`config.mk`:
```
export PLATFORM = sky130hd
export DESIGN_NAME = pmc_power_mode_controller
export DESIGN_NICKNAME = d
export VERILOG_FILES = /design/src/hdl/pmc_pkg.sv /design/src/hdl/pmc_power_mode_controller.sv
export SDC_FILE = /design/constraint.sdc
export NUM_CORES = 1
export LEC_CHECK = 0
export BUFFER_PORTS_ARGS = -buffer_cell sky130_fd_sc_hd__buf_2
export CORE_MARGIN = 5
export CORE_UTILIZATION = 30
export DETAILED_ROUTE_END_ITERATION = 8
export PLACE_DENSITY = 0.6
export SKIP_LAST_GASP = 1
export SLEW_MARGIN = 20
export SYNTH_ARGS = -nofsm -noshare
export SYNTH_HDL_FRONTEND = slang
export SYNTH_SLANG_ARGS = --single-unit
```
`constraint.sdc`:
```
create_clock -name core_clk_in -period 2.1 [get_ports core_clk_in]
set_input_delay 0.21 -clock core_clk_in [delete_from_list [all_inputs] [get_ports core_clk_in]]
set_output_delay 0.21 -clock core_clk_in [all_outputs]
set_load 0.02 [all_outputs]
```
`src/hdl/pmc_pkg.sv`:
```
/*
 * constants and types for the power-mode controller.
 * assumes one 20 MHz system clock domain; no register bus, all bits are ports.
 */
package pmc_pkg;
	typedef enum logic [2:0] {
		PMC_RUN     = 3'b000,
		PMC_IDLE    = 3'b001,
		PMC_WAKEUP  = 3'b011,
		PMC_SLEEP   = 3'b010,
		PMC_DEEP    = 3'b110,
		PMC_BACKUP  = 3'b111
	} pmc_state_e;

	localparam int unsigned PMC_CLK_HZ        = 20_000_000;
	localparam int unsigned PMC_OSC_START_US  = 1000;
	localparam int unsigned PMC_PLL_LOCK_US   = 100;
	localparam int unsigned PMC_OSC_START_CYC = PMC_OSC_START_US * (PMC_CLK_HZ / 1_000_000);
	localparam int unsigned PMC_PLL_LOCK_CYC  = PMC_PLL_LOCK_US * (PMC_CLK_HZ / 1_000_000);
	localparam int unsigned PMC_PRIO_W        = 3;
	localparam int unsigned PMC_NUM_PERIPH    = 8;
	localparam int unsigned PMC_BANK_WORDS    = 32;
	localparam logic [1:0]  PMC_DIV_RESET     = 2'h0;
	localparam logic [2:0]  PMC_DIVCNT_RESET  = 3'h0;
	localparam logic [1:0]  PMC_DIV_BY1       = 2'h0;
	localparam logic [1:0]  PMC_DIV_BY2       = 2'h1;
	localparam logic [1:0]  PMC_DIV_BY4       = 2'h2;
	localparam logic [1:0]  PMC_DIV_BY8       = 2'h3;
	localparam logic [2:0]  PMC_MASK_BY1      = 3'h0;
	localparam logic [2:0]  PMC_MASK_BY2      = 3'h1;
	localparam logic [2:0]  PMC_MASK_BY4      = 3'h3;
	localparam logic [2:0]  PMC_MASK_BY8      = 3'h7;
endpackage

```
`src/hdl/pmc_power_mode_controller.sv`:
```
/*
 * power-mode controller: halt entry, wake decisions, bus clock divisor,
 * read latency, oscillator restart delay and deep-sleep/backup retention.
 * assumes a single clock domain; core, interrupt controller and supply monitor
 * signals are synchronous, except the supply-good and pin inputs which are
 * synchronised here.
 */
`timescale 1ns/10ps
module pmc_power_mode_controller #(
	parameter int unsigned OSC_START_CYC = pmc_pkg::PMC_OSC_START_CYC,
	parameter int unsigned PLL_LOCK_CYC  = pmc_pkg::PMC_PLL_LOCK_CYC,
	parameter int unsigned NUM_PERIPH    = pmc_pkg::PMC_NUM_PERIPH
) (
	input  wire logic                          core_clk_in,
	input  wire logic                          resetn_in,
	input  wire logic                          clk_en_in,
	input  wire logic                          halt_instr_in,
	input  wire logic                          sleep_on_wait_select_in,
	input  wire logic                          deep_sleep_select_in,
	input  wire logic                          calendar_off_in_deep_sleep_in,
	input  wire logic                          retained_store_enable_in,
	input  wire logic                          deep_watchdog_enable_in,
	input  wire logic [1:0]                    peripheral_clock_divisor_in,
	input  wire logic [NUM_PERIPH-1:0]         stop_in_idle_in,
	input  wire logic                          irq_pending_in,
	input  wire logic                          irq_sleep_capable_in,
	input  wire logic [pmc_pkg::PMC_PRIO_W-1:0] irq_priority_in,
	input  wire logic [pmc_pkg::PMC_PRIO_W-1:0] cpu_priority_in,
	input  wire logic                          device_reset_in,
	input  wire logic                          watchdog_timeout_in,
	input  wire logic                          src_needs_osc_start_in,
	input  wire logic                          src_uses_pll_in,
	input  wire logic                          main_supply_good_in,
	input  wire logic                          master_clear_pin_in,
	input  wire logic                          external_interrupt_zero_in,
	input  wire logic                          periph_read_req_in,
	output logic                               cpu_halt_out,
	output logic                               system_clock_run_out,
	output logic                               peripheral_bus_clock_en_out,
	output logic                               system_clock_domain_run_out,
	output logic [NUM_PERIPH-1:0]              periph_clk_en_out,
	output logic                               periph_read_done_out,
	output logic                               fail_safe_clock_monitor_en_out,
	output logic                               brownout_reset_en_out,
	output logic                               watchdog_clear_out,
	output logic                               core_power_on_out,
	output logic                               calendar_clock_on_out,
	output logic                               deep_sleep_watchdog_on_out,
	output logic                               retained_store_bank_on_out,
	output logic                               always_retained_store_on_out,
	output logic                               master_clear_filter_on_out,
	output logic                               ext_int_zero_wake_out,
	output logic                               power_on_reset_out,
	output logic [2:0]                         mode_out
);
	import pmc_pkg::*;

	// ------------------------------------------------------------
	// helpers
	// ------------------------------------------------------------
	function automatic logic [2:0] div_mask(input logic [1:0] code);
		case (code)
			PMC_DIV_BY1: div_mask = PMC_MASK_BY1;
			PMC_DIV_BY2: div_mask = PMC_MASK_BY2;
			PMC_DIV_BY4: div_mask = PMC_MASK_BY4;
			PMC_DIV_BY8: div_mask = PMC_MASK_BY8;
			default:     div_mask = PMC_MASK_BY1;
		endcase
	endfunction

	localparam int unsigned DLY_W = $clog2(OSC_START_CYC + PLL_LOCK_CYC + 2);

	// ------------------------------------------------------------
	// synchronisers for supply and pins
	// ------------------------------------------------------------
	logic [2:0] sync1_reg;
	logic [2:0] sync2_reg;

	always_ff @(posedge core_clk_in or negedge resetn_in) begin
		if (!resetn_in) begin
			sync1_reg <= 3'h0;
			sync2_reg <= 3'h0;
		end else if (clk_en_in) begin
			sync1_reg <= {external_interrupt_zero_in, master_clear_pin_in, main_supply_good_in};
			sync2_reg <= sync1_reg;
		end
	end

	logic supply_good;
	logic master_clear_pin_sync;
	logic external_interrupt_zero_sync;
	assign supply_good = sync2_reg[0];
	assign master_clear_pin_sync   = sync2_reg[1];
	assign external_interrupt_zero_sync   = sync2_reg[2];

	// ------------------------------------------------------------
	// wake decision
	// ------------------------------------------------------------
	logic irq_above;
	logic hard_wake;
	logic wake_hard_reg;
	assign irq_above = irq_pending_in && (irq_priority_in > cpu_priority_in);
	assign hard_wake = device_reset_in || watchdog_timeout_in;

	// ------------------------------------------------------------
	// mode state machine
	// ------------------------------------------------------------
	pmc_state_e        state_reg;
	logic [DLY_W-1:0]  delay_reg;
	logic              cal_off_reg;
	logic              bank_keep_reg;
	logic              deep_wdt_reg;
	logic              por_reg;

	always_ff @(posedge core_clk_in or negedge resetn_in) begin
		if (!resetn_in) begin
			state_reg <= PMC_RUN;
			delay_reg <= '0;
		end else if (clk_en_in) begin
			if (!supply_good) begin
				state_reg <= PMC_BACKUP;
			end else begin
				case (state_reg)
					PMC_RUN: begin
						if (halt_instr_in) begin
							if (!sleep_on_wait_select_in)
								state_reg <= PMC_IDLE;
							else if (deep_sleep_select_in)
								state_reg <= PMC_DEEP;
							else
								state_reg <= PMC_SLEEP;
						end
					end
					PMC_IDLE: begin
						if (irq_above || hard_wake)
							state_reg <= PMC_RUN;
					end
					PMC_SLEEP: begin
						if (hard_wake || (irq_pending_in && irq_sleep_capable_in)) begin
							state_reg <= PMC_WAKEUP;
							delay_reg <= DLY_W'((src_needs_osc_start_in ? OSC_START_CYC : 0)
								+ (src_uses_pll_in ? PLL_LOCK_CYC : 0));
						end
					end
					PMC_WAKEUP: begin
						if (delay_reg != '0)
							delay_reg <= delay_reg - DLY_W'(1);
						else if (irq_above || hard_wake || wake_hard_reg)
							state_reg <= PMC_RUN;
						else
							state_reg <= PMC_IDLE;
					end
					PMC_DEEP: begin
						if (device_reset_in || (watchdog_timeout_in && deep_wdt_reg)
							|| !master_clear_pin_sync || external_interrupt_zero_sync)
							state_reg <= PMC_RUN;
					end
					PMC_BACKUP: begin
						state_reg <= PMC_RUN;
					end
					default: state_reg <= PMC_RUN;
				endcase
			end
		end
	end

	// ------------------------------------------------------------
	// wake cause held across the oscillator restart
	// ------------------------------------------------------------
	// a one-cycle reset or time-out must still end in run after the delay
	always_ff @(posedge core_clk_in or negedge resetn_in) begin
		if (!resetn_in) begin
			wake_hard_reg <= 1'b0;
		end else if (clk_en_in) begin
			if (state_reg == PMC_SLEEP)
				wake_hard_reg <= hard_wake;
			else if (state_reg != PMC_WAKEUP)
				wake_hard_reg <= 1'b0;
		end
	end

	// ------------------------------------------------------------
	// retention settings latched at deep sleep or backup entry
	// ------------------------------------------------------------
	always_ff @(posedge core_clk_in or negedge resetn_in) begin
		if (!resetn_in) begin
			cal_off_reg   <= 1'b0;
			bank_keep_reg <= 1'b0;
			deep_wdt_reg  <= 1'b0;
		end else if (clk_en_in) begin
			if (state_reg != PMC_DEEP && state_reg != PMC_BACKUP) begin
				cal_off_reg   <= calendar_off_in_deep_sleep_in;
				bank_keep_reg <= retained_store_enable_in;
				deep_wdt_reg  <= deep_watchdog_enable_in;
			end
		end
	end

	// power-on reset pulse on supply return
	always_ff @(posedge core_clk_in or negedge resetn_in) begin
		if (!resetn_in)
			por_reg <= 1'b0;
		else if (clk_en_in)
			por_reg <= (state_reg == PMC_BACKUP) && supply_good;
	end

	// ------------------------------------------------------------
	// peripheral bus clock divider and read latency
	// ------------------------------------------------------------
	logic [2:0] divcnt_reg;
	logic       pb_tick;
	assign pb_tick = (divcnt_reg & div_mask(peripheral_clock_divisor_in)) == 3'h0;

	always_ff @(posedge core_clk_in or negedge resetn_in) begin
		if (!resetn_in)
			divcnt_reg <= PMC_DIVCNT_RESET;
		else if (clk_en_in)
			divcnt_reg <= divcnt_reg + 3'h1;
	end

	logic read_wait_reg;
	always_ff @(posedge core_clk_in or negedge resetn_in) begin
		if (!resetn_in) begin
			read_wait_reg        <= 1'b0;
			periph_read_done_out <= 1'b0;
		end else if (clk_en_in) begin
			periph_read_done_out <= 1'b0;
			if ((periph_read_req_in || read_wait_reg) && pb_tick) begin
				read_wait_reg        <= 1'b0;
				periph_read_done_out <= 1'b1;
			end else if (periph_read_req_in) begin
				read_wait_reg <= 1'b1;
			end
		end
	end

	// ------------------------------------------------------------
	// registered outputs
	// ------------------------------------------------------------
	pmc_state_e nstate;
	logic       asleep;
	logic       awake;
	assign nstate = state_reg;
	assign asleep = (nstate == PMC_SLEEP) || (nstate == PMC_WAKEUP);
	assign awake  = (nstate == PMC_RUN) || (nstate == PMC_IDLE);

	always_ff @(posedge core_clk_in or negedge resetn_in) begin
		if (!resetn_in) begin
			cpu_halt_out                   <= 1'b0;
			system_clock_run_out           <= 1'b1;
			peripheral_bus_clock_en_out    <= 1'b1;
			system_clock_domain_run_out          <= 1'b1;
			periph_clk_en_out              <= '1;
			fail_safe_clock_monitor_en_out <= 1'b1;
			brownout_reset_en_out          <= 1'b1;
			watchdog_clear_out             <= 1'b0;
			core_power_on_out              <= 1'b1;
			calendar_clock_on_out          <= 1'b1;
			deep_sleep_watchdog_on_out     <= 1'b0;
			retained_store_bank_on_out     <= 1'b1;
			always_retained_store_on_out   <= 1'b1;
			master_clear_filter_on_out     <= 1'b1;
			ext_int_zero_wake_out          <= 1'b0;
			power_on_reset_out             <= 1'b0;
			mode_out                       <= 3'h0;
		end else if (clk_en_in) begin
			cpu_halt_out                   <= nstate != PMC_RUN;
			system_clock_run_out           <= awake || nstate == PMC_WAKEUP;
			peripheral_bus_clock_en_out    <= awake && pb_tick;
			system_clock_domain_run_out          <= awake;
			for (int i = 0; i < int'(NUM_PERIPH); i++)
				periph_clk_en_out[i] <= awake && pb_tick
					&& !(nstate == PMC_IDLE && stop_in_idle_in[i]);
			fail_safe_clock_monitor_en_out <= awake;
			brownout_reset_en_out          <= nstate != PMC_BACKUP;
			watchdog_clear_out             <= 1'b0;
			core_power_on_out              <= awake || asleep;
			calendar_clock_on_out          <= (awake || asleep) || !cal_off_reg;
			deep_sleep_watchdog_on_out     <= nstate == PMC_DEEP && deep_wdt_reg;
			retained_store_bank_on_out     <= (awake || asleep) || bank_keep_reg;
			always_retained_store_on_out   <= 1'b1;
			master_clear_filter_on_out     <= 1'b1;
			ext_int_zero_wake_out          <= nstate == PMC_DEEP && external_interrupt_zero_sync;
			power_on_reset_out             <= por_reg;
			mode_out                       <= nstate;
		end
	end
endmodule

```
==> results of run 1 <==
==> worst min path at each step <==
stage / startpoint / end / slack (ns)
after global routing: retained_store_enable_in / bank_keep_reg / 0.08
final: retained_store_enable_in / bank_keep_reg / 0.10
after CTS: retained_store_enable_in / bank_keep_reg / 0.09
after detailed placement: resetn_in / delay_reg[6] / 0.24
after floorplan: resetn_in / bank_keep_reg / -0.09
after global placement: resetn_in / delay_reg[6] / 0.24
==> kinds of logic (layout without fill, tap and decap cells) <==
family / count (synthesis) / after routing / synth area share (%)
other: 2 / 3 / 0.254
AOI/OAI and AO/OA: 91 / 91 / 20.8
buffers and inverters: 46 / 110 / 6.52
and+or+nand+nor: 81 / 81 / 14.3
xor gates and xnor gates: 2 / 2 / 0.593
muxes: 15 / 15 / 5.68
adders and majority gates: 9 / 9 / 3.81
DFF: 56 / 56 / 48.1
==> synthesized netlist by cell type (2+ instances only) <==
cell and number:
or3_1 3, ha_1 9, o211ai_1 3, nor2_1 22, clkbuf_1 8, nand2_1 19, a211oi_1 2, a22oi_1 3
o22a_1 4, conb_1 2, o31ai_1 2, dfstp_2 15, o21ai_0 23, nand4_1 2, a2bb2oi_1 2, or4_1 2
a21oi_1 13, nand2b_1 3, a21o_1 10, o22ai_1 8, buf_2 4, buf_4 4, mux2_2 14, inv_1 28
dfrtp_1 41, nor4_1 2, nand3_1 10, o31a_1 2, nor3_1 5, a31oi_1 6
==> worst reg2reg max path: stages, from the launching register on <==
cell and delay (ns):
dfrtp_1 0.43, inv_1 0.10, ha_1 0.16, or3b_1 0.42, nor3_4 0.21, nand3_1 0.13, a21o_1 0.21, a22o_1 0.22
==> routing by layer <==
metal  global-route usage, %  vias up
met4                    3.12        0
li1                        -     1195
met3                    3.55        5
met2                    20.2       54
met5                       0        -
met1                    16.3     1182
==> cell usage in the layout, fill, tap and decap left out, drive strengths merged, types with 7 or more instances in the layout <==
cell type	instances
o21ai	24
nor2	22
o22ai	8
a21o	10
inv	30
mux2	14
dfstp	15
dfrtp	41
ha	9
nand3	10
nand2	20
nor3	7
buf	72
a21oi	13
==> metrics by stage <==
stage | total power (W) | util, %
final | 0.00367 | 36.7
after global routing | 0.00397 | 36.7
after CTS | 0.00371 | 36.7
after detailed placement | 0.00307 | 35.6
after global placement | 0.00304 | 35.6
after floorplan | 0.00260 | -
==> power by group through the flow <==
stage / clock network, W / registers [W] / logic, W
2_1_floorplan: 0 / 0.00180 / 0.000794
3_3_place_gp: 0 / 0.00174 / 0.00129
3_5_place_dp: 0 / 0.00175 / 0.00132
4_1_cts: 0.000655 / 0.00173 / 0.00132
5_1_grt: 0.000695 / 0.00180 / 0.00147
6_report: 0.000624 / 0.00174 / 0.00131
==> final cells by class <==
class / count / area [µm²]
clock buffer: 5 / 68.8
clock inverter: 3 / 22.5
fill: 1007 / 6130
inverter: 29 / 109
multi-input combinational: 201 / 1350
sequential: 56 / 1420
tap: 133 / 166
timing repair buffer: 73 / 418
==> timing repair <==
item,CTS,global route
gates resized for setup,0,1
endpoints found under the setup margin,0,13
hold buffers,1,0
endpoints found under the hold margin,10,0
==> qor.txt, run 1 <==
DP HPWL - 5280 µm
GRT Total Usage - 12.4%
RD Place Congestion - 0.855
Total setup buffers inserted after CTS - 0
Number of synthesized register bits - 56
Pre-antenna DRT Iters - 6
Cell at the root of the clock tree - clkbuf_8
MaxCap Viol Count - 0
Initial antenna violation count - 0
Grt ovf - 0
Leakage Power - 1.56 nW
Total CTS buffers - 5
R2r setup slk - 0.12 ns
First-pass GRT wire length - 11700 µm
Final setup vio count - 0
Crit-path max FO - 5
Site Rows - 36
Vias per inst - 4.87
Crit path kind - reg -> reg
Power per cell area - 1030 mW/mm²
WP buf/inv - 1
CP delay by family, top - simple AND/OR/NAND/NOR gates
CP Launch Point - delay_reg[0]
Unrepaired setup endpoints after global routing - no
Worst Tran Pin Value - 0.569 ns
TritonCTS clock tree - yes
Crit path largest cell delay - 0.43 ns
Worst hold stages - 3
Number of global-route vias before repair - 2449
Primary FF master, synth - dfrtp_1
ANT nets after route - 0
Mapped Cells - 302
Crit. path cell count - 7
Post-Place Cell Area - 0.00345 mm²
Netlist Area Pre-Place - 0.00295 mm²
Design area - 0.00356 mm²
Largest net degree at the start of global routing - 50
Clock power share - 17.0%
Switch share - 38.8%
Die width - 109 µm
Final max-slew violation count - 0
Placed cell count - 491
# diodes - 0
CTS max path bufs - 2
Critical path endpoint category - flip-flop
Worst path cell trace - inv_1 > ha_1 > or3b_1 > nor3_4 > nand3_1 > a21o_1 > a22o_1
Total number of vias - 2436
PortBufs - 58
Initial DRC Count - 113
R2R depth - 7
Psw - 0.00143 W
Top layer in use - met4
CTS sink count - 56
Clock transition at path regs - 0.11 ns
Hold WS - 0.104 ns
Hold WC Path Type - in -> reg
VDD IR max - 0.388 mV
Post-synth EDFFs - 0
Status - completed
Synth warnings - 0
Dpl ws - 0.147 ns
Reg-to-reg critical path endpoint - delay_reg[12]
Share of flip-flops with an asynchronous set or reset - 100%
Register share of total power - 47.3%
Core footprint - 0.00968 mm²
Internal power - 0.00224 W
Final hold violation count - 0
Die H - 109 µm
Worst Path Arrival - 2.20 ns
DR WL met2 - 3420 µm
H-tree depth - 2
Post-synth top area share - 34.7%
Worst endpoint required time - 2.31 ns
Worst Skew - 0.0124 ns
Final Non-Filler Cells - 500
Setup WS post-layout - 0.118 ns
Syn-to-layout area delta - 20.4%
Skew-Pair Late Insertion Delay - 0.32 ns
Synth Area per Inst - 9.78 µm²
Synth area leader - dfrtp_1
# DRC - 0
Share of cells above drive strength 1 - 31.6%
Crit path capture - delay_reg[12]
Maximum clock rate - 0.505 GHz
Post-synthesis sequential area ratio - 48.1%
CP max stage cell - dfrtp_1
Reg-to-reg startpoint - delay_reg[0]
# nets final - 410
Synth top area cells - dfrtp_1 (35%), dfstp_2 (13%), mux2_2 (5.3%)
Worst Setup Start Kind - flip-flop
Slew margin rel. - 62.1%
Max reg flops - 15
M1 WL - 3300 µm
Final period utilization - 94.4%
Met3 WL - 306 µm
Die Area - 0.0119 mm²
DRT Wirelength - 7080 µm
Yosys cell types - 61
Minimum clock period - 1.98 ns
I/O pin count - 62
Logic pwr share - 35.7%
Initial core utilization - 30.5%
Routed wire length per instance - 14.2 µm
Setup_tns - 0 ns
No activity file was read; power rests on OpenSTA's default activity.
==> run 2, diff against run 1 <==
--- a/config.mk
+++ b/config.mk
@@ -6,10 +6,12 @@
 export NUM_CORES = 1
 export LEC_CHECK = 0
 export BUFFER_PORTS_ARGS = -buffer_cell sky130_fd_sc_hd__buf_2
+export CELL_PAD_IN_SITES_DETAIL_PLACEMENT = 1
+export CELL_PAD_IN_SITES_GLOBAL_PLACEMENT = 2
 export CORE_MARGIN = 5
 export CORE_UTILIZATION = 30
 export DETAILED_ROUTE_END_ITERATION = 8
-export PLACE_DENSITY = 0.6
+export PLACE_DENSITY = 0.83
 export SKIP_LAST_GASP = 1
 export SLEW_MARGIN = 20
 export SYNTH_ARGS = -nofsm -noshare
==> qor.txt, run 2 (synthesis gave the netlist of run 1 again) <==
Minimum clock period - 2.00 ns
CTS sink count - 56
DP HPWL - 5810 µm
# diodes - 0
Post-Place Cell Area - 0.00348 mm²
Worst Setup Start Kind - flip-flop
Cell at the root of the clock tree - clkbuf_8
ANT nets after route - 0
Initial antenna violation count - 0
Total number of vias - 2537
# hold bufs at CTS - 0
Routed wire length per instance - 15.5 µm
Clock power share - 17.3%
Total CTS buffers - 5
Power per cell area - 1060 mW/mm²
Crit path kind - reg -> reg
PortBufs - 58
Hold WC Path Type - in -> async
# nets final - 414
Maximum clock rate - 0.501 GHz
Setup_tns - 0 ns
Die width - 109 µm
CP max stage cell - or3b_1
TritonCTS clock tree - yes
Die Area - 0.0119 mm²
WP buf/inv - 1
DRT Wirelength - 7820 µm
Max reg flops - 15
Vias per inst - 5.03
Commonest non-fill, non-tap cells in the layout - buf_2 (58), dfrtp_1 (41), inv_1 (28), o21ai_0 (23), nor2_1 (22)
I/O pin count - 62
Met3 Track Usage GR - 2.55%
Largest net degree at the start of global routing - 57
Core footprint - 0.00968 mm²
Die H - 109 µm
Final max-slew violation count - 0
Skew-Pair Late Insertion Delay - 0.31 ns
Worst Tran Pin Value - 0.723 ns
VDD IR max - 0.424 mV
Final period utilization - 95.0%
Worst endpoint required time - 2.31 ns
Pre-antenna DRT Iters - 4
Worst Path Arrival - 2.21 ns
Syn-to-layout area delta - 21.8%
Share of cells above drive strength 1 - 32.9%
CP delay by family, top - simple AND/OR/NAND/NOR gates
GRT Total Usage - 13.5%
Unrepaired setup endpoints after global routing - no
Switch share - 39.1%
Logic pwr share - 36.8%
Worst Skew - 0.00982 ns
Clock transition at path regs - 0.11 ns
Critical path endpoint category - flip-flop
Crit-path max FO - 5
Final hold violation count - 0
Site Rows - 36
Most common cell after layout, fill and taps aside - buf_2
Grt ovf - 0
Initial DRC Count - 76
MaxCap Viol Count - 0
# DRC - 0
Status - completed
RD Place Congestion - 0.787
Crit path largest cell delay - 0.42 ns
Internal power - 0.00232 W
Number of global-route vias before repair - 2600
First-pass GRT wire length - 12900 µm
Worst path cell trace - inv_1 > ha_1 > or3b_1 > nor3_4 > nand3_1 > a21o_1 > a22o_1
Design area - 0.00360 mm²
Register share of total power - 46.0%
Psw - 0.00149 W
Leakage Power - 1.58 nW
Met2 GRT Util - 22.6%
GRT Max-Usage Layer - met2
Met1 Resource Use GR - 17.9%
CTS max path bufs - 2
Initial core utilization - 30.5%
Final setup vio count - 0
Slew margin rel. - 51.8%
H-tree depth - 2
==> run 2: stage by stage <==
step / total power, W / std cells / hold slack [ns] / worst slack (ns) / util, %
after floorplan: 0.00260 / 303 / -0.0856 / 0.211 / -
after global placement: 0.00309 / 495 / 0.401 / 0.194 / 35.9
after detailed placement: 0.00316 / 495 / 0.409 / 0.129 / 35.9
after CTS: 0.00384 / 503 / 0.0591 / 0.0562 / 37.0
after global routing: 0.00409 / 504 / 0.102 / 0.00600 / 37.2
final: 0.00380 / 504 / 0.0109 / 0.104 / 37.2
==> run 2: worst paths after layout <==
kind	to	startpoint	slack [ns]	cells after the start
worst max-delay path	delay_reg[12]	delay_reg[1]	0.10	7
worst min-delay path	delay_reg[8]	resetn_in	0.01	2
worst min register to register	calendar_clock_on_out	cal_off_reg	0.45	1
min in group core_clk_in	bank_keep_reg	retained_store_enable_in	0.10	3
worst max register to register	delay_reg[12]	delay_reg[1]	0.10	7
max in group asynchronous	sync1_reg[1]	resetn_in	1.60	2
==> run 2: worst register-to-register path: cells and delay by family, from the launching register on <==
kind | cells | cell delay (ns)
fa+ha+maj | 1 | 0.17
flops | 1 | 0.41
buf+inv | 1 | 0.11
compound gates | 2 | 0.42
simple gates | 3 | 0.79
==> run 2: layout make-up <==
type	count	area, µm²
Fill cell	1156	6090
Sequential cell	56	1420
Multi-Input combinational cell	201	1360
Timing Repair Buffer	77	445
Tap cell	133	166
Inverter	29	109
Clock buffer	6	82.6
Clock inverter	2	18.8
==> run 2: power by group through the flow <==
| stage | registers (W) | clock network [W] | logic, W |
|---|---|---|---|
| 6_report | 0.00175 | 0.000657 | 0.00140 |
| 5_1_grt | 0.00180 | 0.000747 | 0.00154 |
| 4_1_cts | 0.00175 | 0.000691 | 0.00140 |
| 3_5_place_dp | 0.00177 | 0 | 0.00139 |
| 3_3_place_gp | 0.00175 | 0 | 0.00134 |
| 2_1_floorplan | 0.00180 | 0 | 0.000794 |
==> run 2: metal layers <==
layer	up-vias	routed length, µm
li1	1212	-
met1	1262	3560
met2	55	3780
met3	8	364
met4	0	110
met5	-	0
==> run 2: repair_timing <==
item	in CTS	in global routing
endpoints found under the setup margin	0	9
gates resized for setup	0	2
buffers inserted	0	1
==> run 3, diff against run 2 <==
==> constraint.sdc (replaced) <==
create_clock -name core_clk_in -period 2.2 [get_ports core_clk_in]
set_input_delay 0.22 -clock core_clk_in [delete_from_list [all_inputs] [get_ports core_clk_in]]
set_output_delay 0.22 -clock core_clk_in [all_outputs]
set_load 0.02 [all_outputs]
==> qor.txt, run 3 (synthesis gave the netlist of run 1 again) <==
Total setup buffers inserted after CTS - 0
Most common cell after layout, fill and taps aside - buf_2
Largest net degree at the start of global routing - 50
Worst Skew - 0.00776 ns
Hold WC Path Type - in -> reg
Final Non-Filler Cells - 502
Core footprint - 0.00968 mm²
Initial antenna violation count - 0
TritonCTS clock tree - yes
Die width - 109 µm
Leakage Power - 1.59 nW
Final hold violation count - 0
Register area - 0.00142 mm²
I/O pin count - 62
Crit path capture - delay_reg[12]
WP buf/inv - 1
Total number of vias - 2507
Power per cell area - 1050 mW/mm²
Worst path cell trace - inv_1 > ha_1 > or3b_1 > nor3_4 > nand3_1 > a21o_1 > a22o_1
Initial DRC Count - 75
Footprint of the multi-input gates - 0.00135 mm²
Post-Place Cell Area - 0.00346 mm²
Dpl ws - 0.0998 ns
Final period utilization - 93.2%
Site Rows - 36
# DRC - 0
ANT nets after route - 0
Logic pwr share - 34.2%
Clock transition at path regs - 0.11 ns
R2R depth - 7
Crit path largest cell delay - 0.44 ns
R2r setup slk - 0.15 ns
Maximum clock rate - 0.488 GHz
Final Power - 0.00379 W
Status - completed
# diodes - 0
DRT Wirelength - 7760 µm
First-pass GRT wire length - 13300 µm
VDD IR max - 0.549 mV
CP Launch Point - delay_reg[0]
Slew margin rel. - 65.5%
Psw - 0.00141 W
Setup WS post-layout - 0.149 ns
Internal power - 0.00238 W
Worst endpoint required time - 2.41 ns
H-tree depth - 2
Unrepaired setup endpoints after global routing - yes
Pre-antenna DRT Iters - 4
Register share of total power - 44.1%
Setup_tns - 0 ns
Switch share - 37.1%
MaxCap Viol Count - 0
Syn-to-layout area delta - 22.5%
RD Place Congestion - 0.816
# nets final - 412
Number of global-route vias before repair - 2639
Critical path endpoint category - flip-flop
Routed wire length per instance - 15.5 µm
Skew-Pair Late Insertion Delay - 0.31 ns
Minimum clock period - 2.05 ns
CTS max path bufs - 2
Crit. path cell count - 7
GRT Total Usage - 13.8%
Worst Tran Pin Value - 0.515 ns
Final max-slew violation count - 0
Max reg flops - 15
Die Area - 0.0119 mm²
Initial core utilization - 30.5%
Commonest non-fill, non-tap cells in the layout - buf_2 (58), dfrtp_1 (41), inv_1 (28), o21ai_0 (23), nor2_1 (22)
Placed cell count - 493
Crit-path max FO - 5
CP delay by family, top - simple AND/OR/NAND/NOR gates
Vias per inst - 4.99
Reg-to-reg critical path endpoint - delay_reg[12]
Final setup vio count - 0
DP HPWL - 5850 µm
Reg-to-reg startpoint - delay_reg[0]
Cell at the root of the clock tree - clkbuf_8
Share of cells above drive strength 1 - 32.2%
Total CTS buffers - 5
PortBufs - 58
Clock power share - 21.7%
Worst Path Arrival - 2.26 ns
Fill count - 1152
CTS sink count - 56
Design area - 0.00362 mm²
Grt ovf - 0
Die H - 109 µm
CP max stage cell - dfrtp_1
Crit path kind - reg -> reg
Worst Setup Start Kind - flip-flop
run 3: power by group through the flow:
| stage | clock network, W | registers, W | logic, W |
|---|---|---|---|
| after global routing | 0.000886 | 0.00173 | 0.00146 |
| after global placement | 0 | 0.00167 | 0.00126 |
| after detailed placement | 0 | 0.00169 | 0.00130 |
| after CTS | 0.000844 | 0.00167 | 0.00131 |
| after floorplan | 0 | 0.00172 | 0.000758 |
| final | 0.000824 | 0.00167 | 0.00130 |
run 3: per-layer routing:
metal  vias to the layer above  share of wire (%)  global-route usage [%]
met3                         6                4.2                    3.02
li1                       1204                  -                       -
met2                        45                 50                    23.7
met1                      1252                 45                    17.9
met5                         -                  0                       0
met4                         0               0.75                    2.49
run 3: cell type report:
| cell class | instances | area share [%] |
|---|---|---|
| inverters | 29 | 3.01 |
| repair buffers | 75 | 12.0 |
| flip-flops and latches | 56 | 39.2 |
| clock inverters | 3 | 1.90 |
| well taps | 133 | 4.60 |
| clock buffers | 5 | 1.90 |
| multi-input cells | 201 | 37.4 |
run 3: worst min path at each step:
stage	start	slack (ns)	end	depth (start not counted)
6_report	retained_store_enable_in	0.11	bank_keep_reg	3
2_1_floorplan	resetn_in	-0.08	bank_keep_reg	0
5_1_grt	external_interrupt_zero_in	0.12	sync1_reg[2]	2
3_3_place_gp	resetn_in	0.08	delay_reg[6]	1
3_5_place_dp	resetn_in	0.09	delay_reg[7]	1
4_1_cts	retained_store_enable_in	0.11	bank_keep_reg	3
run 3: metrics by stage:
| stage | hold WS, ns | util (%) |
|---|---|---|
| 2_1_floorplan | -0.0756 | - |
| 3_3_place_gp | 0.0849 | 35.8 |
| 3_5_place_dp | 0.0894 | 35.8 |
| 4_1_cts | 0.106 | 37.3 |
| 5_1_grt | 0.115 | 37.4 |
| 6_report | 0.106 | 37.4 |
run 3: tightest hold or removal path: stages:
cell and delay [ns]:
buf_2 0.07, nand2_1 0.03, o21ai_0 0.06
run 3: what timing repair did:
action,CTS,global route
setup endpoints to repair,0,12
hold endpoints to repair,7,0
gates resized for setup,0,2
hold buffers,1,0
